<file path="config.mk">
export PLATFORM = sky130hd
export DESIGN_NAME = acs_ctrl
export DESIGN_NICKNAME = d
export VERILOG_FILES = /design/src/pkg/acs_pkg.sv /design/src/rtl/acs_ctrl.sv
export SDC_FILE = /design/constraint.sdc
export NUM_CORES = 1
export LEC_CHECK = 0
export BUFFER_PORTS_ARGS = -buffer_cell sky130_fd_sc_hd__buf_2
export CAP_MARGIN = 20
export CORE_MARGIN = 2
export CORE_UTILIZATION = 35
export CTS_BUF_LIST = sky130_fd_sc_hd__clkbuf_16
export DETAILED_ROUTE_END_ITERATION = 16
export GPL_ROUTABILITY_DRIVEN = 0
export PLACE_DENSITY = 0.62
export RECOVER_POWER = 50
export SYNTH_ARGS = -nofsm -noshare
export SYNTH_HDL_FRONTEND = slang
export SYNTH_SLANG_ARGS = --single-unit
</file>
<file path="constraint.sdc">
create_clock -name clk -period 1.99 [get_ports clk]
set_input_delay 0 -clock clk [delete_from_list [all_inputs] [get_ports clk]]
set_output_delay 0 -clock clk [all_outputs]
set_load 0.02 [all_outputs]
</file>
<file path="src/pkg/acs_pkg.sv">
// package of register map, field positions and mux encodings for the comparator status block
package acs_pkg;
  // =========================================
  // register byte offsets
  localparam logic [7:0] OFF_STATUS = 8'h40; // comparator status, read-only
  localparam logic [7:0] OFF_CLEAR = 8'h44; // status clear, write-only
  localparam logic [7:0] OFF_REV = 8'h48; // module revision, read-only
  localparam logic [7:0] OFF_CTRL = 8'h4c; // enable/select control, read-write
  localparam logic [7:0] OFF_EVSET = 8'h50; // software event injection, write-only
  // =========================================
  // pending flag positions (status bits 4:0, clear bits 4:0)
  localparam int PEND_W = 5;
  localparam int P_A_IRQ = 0;
  localparam int P_B_IRQ = 1;
  localparam int P_WIN = 2;
  localparam int P_A_SUT = 3;
  localparam int P_B_SUT = 4;
  // enable field positions in status
  localparam int S_A_ON = 8;
  localparam int S_B_ON = 9;
  localparam int S_WIN_ON = 10;
  localparam int S_A_CMP = 11;
  localparam int S_B_CMP = 12;
  // live result and ready positions in status
  localparam int S_A_RES = 16;
  localparam int S_B_RES = 17;
  localparam int S_W_RES = 18;
  localparam int S_A_RDY = 24;
  localparam int S_B_RDY = 25;
  localparam int S_W_RDY = 26;
  // =========================================
  // control register layout
  localparam int C_A_ON = 0;
  localparam int C_B_ON = 1;
  localparam int C_WIN_ON = 2;
  localparam int C_A_CMP = 3;
  localparam int C_B_CMP = 4;
  localparam int C_A_SELP = 8;
  localparam int C_A_SELN = 12;
  localparam int C_B_SELP = 16;
  localparam int C_B_SELN = 20;
  localparam int SEL_W = 3;
  localparam logic [31:0] CTRL_RST = 32'h0000_0000;
  // =========================================
  // revision register
  localparam int REV_W = 12;
  localparam int VARIANT_LSB = 16;
  localparam int VARIANT_W = 4;
  // =========================================
  // input select codes (unit zero)
  localparam logic [2:0] SEL_PIN0 = 3'h0;
  localparam logic [2:0] SEL_PIN1 = 3'h1;
  localparam logic [2:0] SEL_PIN2 = 3'h2;
  localparam logic [2:0] SEL_PIN3 = 3'h3;
  localparam logic [2:0] A_P_DAC0 = 3'h2; // first dac internal out
  localparam logic [2:0] A_N_SUPPLY = 3'h4; // scaled analog supply
  localparam logic [2:0] A_N_DAC1 = 3'h5; // second dac internal out
  localparam logic [2:0] B_P_DAC0 = 3'h4;
  localparam logic [2:0] B_P_SUPPLY = 3'h5;
  localparam logic [2:0] B_N_DAC1 = 3'h2;
  // one-hot source routing: pins 0..3, dac0, dac1, supply
  localparam int SRC_W = 7;
  localparam int SRC_DAC0 = 4;
  localparam int SRC_DAC1 = 5;
  localparam int SRC_SUPPLY = 6;
endpackage : acs_pkg

</file>
<file path="src/rtl/acs_ctrl.sv">
// comparator pair control: status, status clear, revision, input routing over apb
//
// Functional notes
// - a result high while positive above negative
// - b comparison-enabled bit reflects state
// - a comparison-enabled bit reflects state
// - window-enabled bit reflects state
// - b enabled bit reflects state
// - a enabled bit reflects state
// - b startup-done pending set after startup
// - a startup-done pending set after startup
// - window interrupt pending flag held
// - b interrupt pending flag held
// - a interrupt pending flag held
// - writing one to clear drops flag
// - writing zero to clear does nothing
// - revision register holds 12-bit revision
// - variant field reserved, no behaviour
// - runs on its own bus clock
// - one instance manages one comparator pair
// - unit zero a input select mapping
// - unit zero b input select mapping
// - unit one a positive select mapping (UNIT is unused; unit one uses the unit zero tables)
// - b result high while positive above negative
//
// The APB interface to the registers is this design's own decision.
`timescale 1ns/1ps
`default_nettype none
module acs_ctrl #(
  parameter logic UNIT = 1'b0, // 0: comparators zero-a/b, 1: one-a/b
  parameter logic [11:0] REVISION = 12'h0a5, // arbitrary value
  parameter logic [3:0] VARIANT = 4'h0 // arbitrary value
) (
  // clock and reset
  input wire logic clk,
  input wire logic rst,
  // apb slave
  input wire logic psel,
  input wire logic penable,
  input wire logic pwrite,
  input wire logic [7:0] paddr,
  input wire logic [31:0] pwdata,
  output logic [31:0] prdata,
  output logic pready,
  output logic pslverr,
  // analog side
  input wire logic cmp_a_raw,
  input wire logic cmp_b_raw,
  input wire logic window_raw,
  input wire logic cmp_a_sut_done,
  input wire logic cmp_b_sut_done,
  input wire logic cmp_a_irq_event,
  input wire logic cmp_b_irq_event,
  input wire logic window_irq_event,
  // to analog macro
  output logic cmp_a_on,
  output logic cmp_b_on,
  output logic window_on,
  output logic cmp_a_compare_on,
  output logic cmp_b_compare_on,
  output logic [6:0] cmp_a_pos_route,
  output logic [6:0] cmp_a_neg_route,
  output logic [6:0] cmp_b_pos_route,
  output logic [6:0] cmp_b_neg_route,
  output logic irq_req
);
  // =========================================
  // routing decode functions
  // a positive: pins 0-1, dac0 at code 2
  function automatic logic [6:0] route_a_p(input logic [2:0] c);
    logic [6:0] r;
    r = 7'h00;
    if (c == acs_pkg::SEL_PIN0 || c == acs_pkg::SEL_PIN1) begin
      r[c] = 1'b1;
    end else if (c == acs_pkg::A_P_DAC0) begin
      r[acs_pkg::SRC_DAC0] = 1'b1;
    end
    return r;
  endfunction : route_a_p
  // a negative: pins 0-3, supply 4, dac1 5
  function automatic logic [6:0] route_a_n(input logic [2:0] c);
    logic [6:0] r;
    r = 7'h00;
    if (c <= acs_pkg::SEL_PIN3) begin
      r[c] = 1'b1;
    end else if (c == acs_pkg::A_N_SUPPLY) begin
      r[acs_pkg::SRC_SUPPLY] = 1'b1;
    end else if (c == acs_pkg::A_N_DAC1) begin
      r[acs_pkg::SRC_DAC1] = 1'b1;
    end
    return r;
  endfunction : route_a_n
  // b positive: pins 0-3, dac0 4, supply 5
  function automatic logic [6:0] route_b_p(input logic [2:0] c);
    logic [6:0] r;
    r = 7'h00;
    if (c <= acs_pkg::SEL_PIN3) begin
      r[c] = 1'b1;
    end else if (c == acs_pkg::B_P_DAC0) begin
      r[acs_pkg::SRC_DAC0] = 1'b1;
    end else if (c == acs_pkg::B_P_SUPPLY) begin
      r[acs_pkg::SRC_SUPPLY] = 1'b1;
    end
    return r;
  endfunction : route_b_p
  // b negative: pins 0-1, dac1 2
  function automatic logic [6:0] route_b_n(input logic [2:0] c);
    logic [6:0] r;
    r = 7'h00;
    if (c == acs_pkg::SEL_PIN0 || c == acs_pkg::SEL_PIN1) begin
      r[c] = 1'b1;
    end else if (c == acs_pkg::B_N_DAC1) begin
      r[acs_pkg::SRC_DAC1] = 1'b1;
    end
    return r;
  endfunction : route_b_n
  // =========================================
  // bus decode
  logic wr_acc; // write in access phase
  logic rd_acc; // read in access phase
  logic [31:0] ctrl_reg; // control register
  logic [4:0] pend_reg; // pending flags
  logic [4:0] clr_mask; // clear write this cycle
  logic [4:0] set_mask; // hardware or injected events
  logic [4:0] evset_mask; // software injected events
  logic a_res_reg; // registered a result
  logic b_res_reg; // registered b result
  logic w_res_reg; // registered window result
  logic a_rdy_reg; // a ready
  logic b_rdy_reg; // b ready
  logic [31:0] status_w; // status word
  logic [31:0] rev_w; // revision word
  logic mapped; // address known

  assign wr_acc = psel && penable && pwrite;
  assign rd_acc = psel && penable && !pwrite;
  assign mapped = (paddr == acs_pkg::OFF_STATUS) || (paddr == acs_pkg::OFF_CLEAR) ||
                  (paddr == acs_pkg::OFF_REV) || (paddr == acs_pkg::OFF_CTRL) ||
                  (paddr == acs_pkg::OFF_EVSET);

  // =========================================
  // control register
  // software write steers enables and routing
  always_ff @(posedge clk) begin
    if (rst) begin
      ctrl_reg <= acs_pkg::CTRL_RST;
    end else if (wr_acc && paddr == acs_pkg::OFF_CTRL) begin
      ctrl_reg <= pwdata;
    end
  end

  // enable outputs follow control
  always_ff @(posedge clk) begin
    if (rst) begin
      cmp_a_on <= 1'b0;
      cmp_b_on <= 1'b0;
      window_on <= 1'b0;
      cmp_a_compare_on <= 1'b0;
      cmp_b_compare_on <= 1'b0;
    end else begin
      cmp_a_on <= ctrl_reg[acs_pkg::C_A_ON];
      cmp_b_on <= ctrl_reg[acs_pkg::C_B_ON];
      window_on <= ctrl_reg[acs_pkg::C_WIN_ON];
      cmp_a_compare_on <= ctrl_reg[acs_pkg::C_A_CMP];
      cmp_b_compare_on <= ctrl_reg[acs_pkg::C_B_CMP];
    end
  end

  // =========================================
  // input routing per instance
  // both units use the same tables; UNIT does not change the routing
  always_ff @(posedge clk) begin
    if (rst) begin
      cmp_a_pos_route <= 7'h00;
      cmp_a_neg_route <= 7'h00;
      cmp_b_pos_route <= 7'h00;
      cmp_b_neg_route <= 7'h00;
    end else begin
      cmp_a_pos_route <= route_a_p(ctrl_reg[acs_pkg::C_A_SELP +: acs_pkg::SEL_W]);
      cmp_a_neg_route <= route_a_n(ctrl_reg[acs_pkg::C_A_SELN +: acs_pkg::SEL_W]);
      cmp_b_pos_route <= route_b_p(ctrl_reg[acs_pkg::C_B_SELP +: acs_pkg::SEL_W]);
      cmp_b_neg_route <= route_b_n(ctrl_reg[acs_pkg::C_B_SELN +: acs_pkg::SEL_W]);
    end
  end

  // =========================================
  // live results, registered from raw inputs, not gated by comparison enable
  always_ff @(posedge clk) begin
    if (rst) begin
      a_res_reg <= 1'b0;
      b_res_reg <= 1'b0;
      w_res_reg <= 1'b0;
    end else begin
      a_res_reg <= cmp_a_raw;
      b_res_reg <= cmp_b_raw;
      w_res_reg <= window_raw;
    end
  end

  // ready: enabled and startup seen
  always_ff @(posedge clk) begin
    if (rst) begin
      a_rdy_reg <= 1'b0;
      b_rdy_reg <= 1'b0;
    end else begin
      a_rdy_reg <= cmp_a_on && (a_rdy_reg || cmp_a_sut_done);
      b_rdy_reg <= cmp_b_on && (b_rdy_reg || cmp_b_sut_done);
    end
  end

  // =========================================
  // pending flags
  assign clr_mask = (wr_acc && paddr == acs_pkg::OFF_CLEAR) ?
                    pwdata[acs_pkg::PEND_W-1:0] : 5'h00;
  assign evset_mask = (wr_acc && paddr == acs_pkg::OFF_EVSET) ?
                      pwdata[acs_pkg::PEND_W-1:0] : 5'h00;
  always_comb begin
    set_mask = evset_mask;
    set_mask[acs_pkg::P_A_IRQ] = set_mask[acs_pkg::P_A_IRQ] | cmp_a_irq_event;
    set_mask[acs_pkg::P_B_IRQ] = set_mask[acs_pkg::P_B_IRQ] | cmp_b_irq_event;
    set_mask[acs_pkg::P_WIN] = set_mask[acs_pkg::P_WIN] | window_irq_event;
    set_mask[acs_pkg::P_A_SUT] = set_mask[acs_pkg::P_A_SUT] | (cmp_a_sut_done && cmp_a_on);
    set_mask[acs_pkg::P_B_SUT] = set_mask[acs_pkg::P_B_SUT] | (cmp_b_sut_done && cmp_b_on);
  end

  // set wins over clear so no event is lost
  always_ff @(posedge clk) begin
    if (rst) begin
      pend_reg <= 5'h00;
    end else begin
      pend_reg <= (pend_reg & ~clr_mask) | set_mask;
    end
  end

  // interrupt request withdrawn with its flag
  always_ff @(posedge clk) begin
    if (rst) begin
      irq_req <= 1'b0;
    end else begin
      irq_req <= |((pend_reg & ~clr_mask) | set_mask);
    end
  end

  // =========================================
  // read words
  always_comb begin
    status_w = 32'h0000_0000;
    status_w[acs_pkg::PEND_W-1:0] = pend_reg;
    status_w[acs_pkg::S_A_ON] = cmp_a_on;
    status_w[acs_pkg::S_B_ON] = cmp_b_on;
    status_w[acs_pkg::S_WIN_ON] = window_on;
    status_w[acs_pkg::S_A_CMP] = cmp_a_compare_on;
    status_w[acs_pkg::S_B_CMP] = cmp_b_compare_on;
    status_w[acs_pkg::S_A_RES] = a_res_reg;
    status_w[acs_pkg::S_B_RES] = b_res_reg;
    status_w[acs_pkg::S_W_RES] = w_res_reg;
    status_w[acs_pkg::S_A_RDY] = a_rdy_reg;
    status_w[acs_pkg::S_B_RDY] = b_rdy_reg;
    status_w[acs_pkg::S_W_RDY] = a_rdy_reg && b_rdy_reg;
  end

  // revision word; variant reserved, fixed
  always_comb begin
    rev_w = 32'h0000_0000;
    rev_w[acs_pkg::REV_W-1:0] = REVISION;
    rev_w[acs_pkg::VARIANT_LSB +: acs_pkg::VARIANT_W] = VARIANT;
  end

  // =========================================
  // apb answer: zero wait, registered data
  always_ff @(posedge clk) begin
    if (rst) begin
      pready <= 1'b0;
      pslverr <= 1'b0;
      prdata <= 32'h0000_0000;
    end else begin
      pready <= psel && !penable;
      pslverr <= psel && !penable && !mapped;
      prdata <= 32'h0000_0000;
      if (psel && !penable && !pwrite) begin
        case (paddr)
          acs_pkg::OFF_STATUS: prdata <= status_w;
          acs_pkg::OFF_REV: prdata <= rev_w;
          acs_pkg::OFF_CTRL: prdata <= ctrl_reg;
          default: prdata <= 32'h0000_0000;
        endcase
      end
    end
  end

  // =========================================
  // checks
  a_clear_drops: assert property (@(posedge clk) disable iff (rst)
    (clr_mask[acs_pkg::P_A_IRQ] && !set_mask[acs_pkg::P_A_IRQ]) |=> !pend_reg[acs_pkg::P_A_IRQ])
    else $error("clear did not drop a flag");
  a_zero_keeps: assert property (@(posedge clk) disable iff (rst)
    (wr_acc && paddr == acs_pkg::OFF_CLEAR && pwdata[4:0] == 5'h00) |=>
    ((pend_reg & $past(pend_reg)) == $past(pend_reg)))
    else $error("zero clear changed flags");
  a_set_wins: assert property (@(posedge clk) disable iff (rst)
    (clr_mask[acs_pkg::P_WIN] && window_irq_event) |=> pend_reg[acs_pkg::P_WIN])
    else $error("event lost on clear");
  a_b_sut_set: assert property (@(posedge clk) disable iff (rst)
    (cmp_b_sut_done && cmp_b_on) |=> pend_reg[acs_pkg::P_B_SUT])
    else $error("b startup flag not set");
  a_a_sut_set: assert property (@(posedge clk) disable iff (rst)
    (cmp_a_sut_done && cmp_a_on) |=> pend_reg[acs_pkg::P_A_SUT])
    else $error("a startup flag not set");
  a_a_result: assert property (@(posedge clk) disable iff (rst)
    cmp_a_raw |=> a_res_reg)
    else $error("a result not tracked");
  a_b_result: assert property (@(posedge clk) disable iff (rst)
    !cmp_b_raw |=> !b_res_reg)
    else $error("b result not tracked");
  a_win_enable: assert property (@(posedge clk) disable iff (rst)
    (wr_acc && paddr == acs_pkg::OFF_CTRL) |=> ##1 window_on == $past(pwdata[acs_pkg::C_WIN_ON], 2))
    else $error("window enable not applied");
  a_rev_read: assert property (@(posedge clk) disable iff (rst)
    (psel && !penable && !pwrite && paddr == acs_pkg::OFF_REV) |=>
    prdata[acs_pkg::REV_W-1:0] == REVISION)
    else $error("revision read wrong");
endmodule : acs_ctrl
`default_nettype wire

</file>
# --- Word-level counts from Yosys, hierarchy flattened ---
# Cells that the tools add are included.
word_totals:
  ff_bits: 110
  latchBits: 0
  ram_bits: 0
  rom_bits: 0
  out_inout_bits: 68
  mem_count: 0
op_classes:
  n_addsub: 0
  n_mul: 0
  n_div: 0
  order_cmp: 10
  n_eq_ne: 13
  shifts: 0
  n_mux: 24
  bitwise: 13
  n_reduce_logical: 36
ops:
  columns: ["op", "n"]
  rows:
  - ["$pmux 32 s3", 1]
  - ["$eq 8x7->1 const B", 5]
  - ["$logic_and 1x1->1", 17]
  - ["$lt 3x4->1 const B", 4]
  - ["$mux 1", 16]
  - ["$demux 1 s3", 4]
  - ["$eq 3x3->1 const B", 4]
  - ["$ge 3x1->1 const B", 4]
  - ["$mux 5", 2]
  - ["$reduce_or 2->1", 5]
  - ["$logic_or 1x1->1", 8]
  - ["$eq 3x1->1 const B", 2]
  - ["$eq 3x2->1 const B", 2]
  - ["$le 3x2->1 const B", 2]
  - ["$logic_not 3->1", 2]
  - ["$and 5x5->5", 1]
  - ["$not 1->1", 5]
  - ["$not 5->5", 1]
  - ["$or 1x1->1", 5]
  - ["$or 5x5->5", 1]
  - ["$reduce_or 5->1", 1]
  - ["$logic_not 1->1", 3]
  - ["$mux 2", 1]

# --- Logic depth before layout (Yosys ltp) ---
logic_depth:
  depth_word: 8
  ltp_mapped: 8
  depth_no_buf: 5

# --- Worst setup path after synthesis ---
# Ideal clock, no wire load.
synth_timing:
  path_type: "input to register"
  startpoint: "input port paddr[7]"
  endpoint: "register irq_req"
  arrival_ps: 1890
  required_ps: 1847
  setup_slack_ps: -43
  cell_stages: 6
  n_path_buf: 1
  path_cell_list: "or4b_1 > clkbuf_2 > or4_1 > a221o_1 > a2111oi_1 > a41oi_1"
synth_between:
  elab_chain_len: 7
synth_lines:
  columns: ["element", "line_no", "source"]
  rows:
  - ["start: declaration", "acs_ctrl.sv:41", "input wire logic [7:0] paddr,"]
  - ["$eq 8x7->1", "acs_ctrl.sv:213", "assign clr_mask = (wr_acc && paddr == acs_pkg::OFF_CLEAR) ?"]
  - ["$logic_and 1x1->1", "acs_ctrl.sv:213", null]
  - ["$mux 5", "acs_ctrl.sv:213", null]
  - ["$not 5->5", "acs_ctrl.sv:240", "irq_req <= |((pend_reg & ~clr_mask) | set_mask);"]
  - ["$and 5x5->5", "acs_ctrl.sv:240", null]
  - ["$or 5x5->5 *", "acs_ctrl.sv:240", null]
  - ["$reduce_or 5->1 *", "acs_ctrl.sv:240", null]
  - ["end signal: assignment", "acs_ctrl.sv:240", null]
  - ["end: declaration", "acs_ctrl.sv:65", "output logic irq_req"]
# Mark *: on every way between the ends. The rest lies on a longest branch, timed or not.
# A chain may end at the register's enable or synchronous reset.

# --- Worst setup path after layout ---
layout_timing:
  startpoint: "input port paddr[2]"
  endpoint: "register pend_reg[2]"
layout_between:
  elab_chain_len: 6
layout_lines:
  columns: ["element", "line_no", "source"]
  rows:
  - ["$eq 8x7->1", "acs_ctrl.sv:213", null]
  - ["$logic_and 1x1->1", "acs_ctrl.sv:213", null]
  - ["$mux 5", "acs_ctrl.sv:213", null]
  - ["$not 5->5", "acs_ctrl.sv:231", "pend_reg <= (pend_reg & ~clr_mask) | set_mask;"]
  - ["$and 5x5->5", "acs_ctrl.sv:231", null]
  - ["$or 5x5->5 *", "acs_ctrl.sv:231", null]
  - ["end signal: assignment", "acs_ctrl.sv:231", null]
  - ["end: declaration", "acs_ctrl.sv:122", "logic [4:0] pend_reg;"]
# Marks and branches as above.

==> run_results.csv <==
group,metric,value,unit
sta,fmax,509.8,MHz
finish,syn2layout_area_growth,43.34,%
setup_path,critical_path_class,"in -> reg",
sta,fin_crit_sh,98.56,%
global_route,grt_usage,16.44,%
finish,multi_input_area,1220,µm²
power,power_density,819.6,nW/µm²
logic_synthesis,synth_edf_count,0,
die,io_pins,121,
global_route,grt_max_degree,65,
setup_path,crit_top_cell,"dlygate4sd3_1",
logic_synthesis,synth_area_per_cell,9.678,µm²
sta,finalHoldViolCount,0,
logic_synthesis,yosysUniqueCellTypes,37,
routing,detail-route-antenna-nets,0,
global_route,overflow,0,
setup_path,r2r_end,"pend_reg[2]$_SDFF_PP0_",
die,dieWidth,103.5,µm
min_path,hold_class,"in -> reg",
power,ir_worst_vdd,0.5210,mV
run,cap_violations,0,
finish,finalInstanceArea,4966,µm²
finish,antennaDiodeCount,0,
logic_synthesis,synth-warning-count,0,
routing,vias_per_cell,4.625,
cts,cts_root_buf,"clkbuf_16",
cts,clkLatencyLatePin,340,ps
placement,post-place-ws,-100.4,ps
placement,dpl.cell_count,610,
sta,setup_viol_count_final,0,
setup_path,arrival,2230,ps
finish,nFillCells,956,
global_route,grt_pass1_wl,13580,µm
sta,worst_slack,28.62,ps
global_route,antenna_found_initial,0,
placement,port_buffers,120,
sta,whs,15.10,ps
min_path,hold_depth,3,
logic_synthesis,async_flop_share,0,%
die,dieArea,10710,µm²
die,coreArea,9684,µm²
cts,cts_max_level,3,
routing,via_count,3108,
finish,final_cells,672,
sta,worst_slew_pin_slew,657.8,ps
logic_synthesis,synthFlopType,"dfxtp_1",
setup_path,slowest_delay,580,ps
cts,cts_tree,"done",
setup_path,cp.buffers_inverters,4,
routing,drtPass1Iterations,4,
setup_path,crit_family,"buffers and inverters",
logic_synthesis,netlist_instances,358,
setup_path,worstPathMaxFanout,8,
finish,seqCellArea,2202,µm²
setup_path,worst_ep_required_time,2260,ps
run_status,status,"completed",
cts,cts_sinks,110,
die,std_cell_rows,36,
power,power.leakage,1.924,nW
placement,place_area,4298,µm²
sta,finalCriticalPeriod,1961,ps
setup_path,crit_chain,"dlygate4sd3_1, buf_2, or3b_2, nor4_2, buf_4, a211oi_1, dlygate4sd3_1, nor2_1",
finish,drive_above_1_share,17.63,%
setup_path,end_kind,"flop",
routing,wl,8763,µm
logic_synthesis,netlist_area,3465,µm²
sta,setup_tns,0,ps
cts,path_clk_slew,70,ps
die,start_util,35.78,%
setup_path,r2r_setup_slack,510,ps
logic_synthesis,yosys_register_bits,110,
sta,maxSlewHeadroom,56.15,%
setup_path,crit_slowest_cell,"dlygate4sd3_1",
routing,wire_per_inst,13.04,µm
cts,cts_buffers,9,
placement,dpl.hpwl,5716,µm
min_path,min_from,"paddr[3]",
routing,drt_first_iter_violations,102,
cts,clockBufferDepth,2,
setup_path,cp-start-kind,"input port",
setup_path,rr_worst_depth,4,
sta,slew_viol_final,0,
setup_path,r2r_start,"pend_reg[2]$_SDFF_PP0_",
min_path,hold_path_end,"prdata[0]$_SDFF_PP0_",
routing,drc_errors,0,
die,die_h,103.5,µm
logic_synthesis,ys_seq_area_share,63.56,%
global_route,grt_pass1_vias,2919,
sta,skew,8.017,ps
finish,nets,588,
worst max-delay path by stage:
stage                  start                      to  cells after the start
global placement    paddr[7]      irq_req$_SDFF_PP0_                      6
finish              paddr[2]  pend_reg[2]$_SDFF_PP0_                      8
global route        paddr[2]  pend_reg[2]$_SDFF_PP0_                      8
floorplan           paddr[7]      irq_req$_SDFF_PP0_                      6
CTS                 paddr[2]  pend_reg[2]$_SDFF_PP0_                      8
detailed placement  paddr[7]      irq_req$_SDFF_PP0_                      6
synthesized netlist by cell type (all sizes together), types with 2 or more instances:
cell,n,share of area [%]
dfxtp,110,64
nor3,4,0.58
a22oi,13,2.8
nor4,8,1.4
a21oi,38,5.5
nor2b,9,1.6
nor4bb,2,0.58
nor2,26,2.8
nand3,2,0.29
and3,14,2.5
nor3b,2,0.43
inv,5,0.54
nand2b,5,0.90
nor4b,6,1.5
buf,3,0.43
nand2,71,7.7
o21ai,3,0.43
clkbuf,19,2.1
placed cells by master (no fill, tap or decap), drive strengths merged, types with 2 or more instances in the layout:
master	synthesis	layout
nor3	4	4
a21oi	38	38
nor4bb	2	2
o21ai	3	3
buf	3	75
nor2	26	26
and3	14	14
dlygate4sd3	0	45
nand2	71	71
conb	1	10
inv	5	7
dfxtp	110	110
nor2b	9	9
nor4	8	8
nor4b	6	6
nor3b	2	2
a22oi	13	13
clkbuf	19	68
nand3	2	2
nand2b	5	5
clkinvlp	0	3
routing by layer:
layer	up-vias	wire, µm	track usage [%]
met1	1445	3813	19.84
li1	1557	-	-
met4	0	103	5.972
met5	-	0	0
met3	8	516	3.831
met2	98	4330	28.54
where the power goes:
| group | internal (mW) | switching [mW] | total (mW) |
|---|---|---|---|
| Clock | 0.838 | 0.767 | 1.61 |
| Sequential | 2.23 | 0.00813 | 2.23 |
| Combinational | 0.119 | 0.112 | 0.231 |
area by class of cell:
class	count	area share [%]
inverter	5	0.3779
timing repair buffer	179	22.05
clock buffer	9	4.535
sequential	110	44.34
tap	133	3.351
multi-input combinational	230	24.57
clock inverter	6	0.7811
repair_timing:
action                                 CTS  global route
hold buffers                            45             0
setup endpoints to repair                0             1
endpoints found under the hold margin   44             0
buffers inserted                         0             2
gates resized for setup                  0             2
per-stage QoR:
stage / total power [mW] / util [%]
floorplan: 2.357 / -
global placement: 2.448 / 44.38
detailed placement: 2.449 / 44.38
CTS: 4.119 / 51.76
global route: 4.251 / 51.28
finish: 4.070 / 51.28
cells by family (layout without fill, tap and decap cells):
group | after synthesis | count (layout) | synth area share (%)
compound gates | 64 | 64 | 11.27
buf+inv | 27 | 199 | 3.069
flops | 110 | 110 | 63.56
other cells | 1 | 10 | 0.1082
simple gates | 156 | 156 | 21.99
worst reg2reg max path, delay by kind of cell, from the launching register on:
family	cells	cell delay, ps
simple gates	1	40
buf+inv	1	590
flops	1	310
compound gates	2	400
No activity file was read; power rests on OpenSTA's default activity.
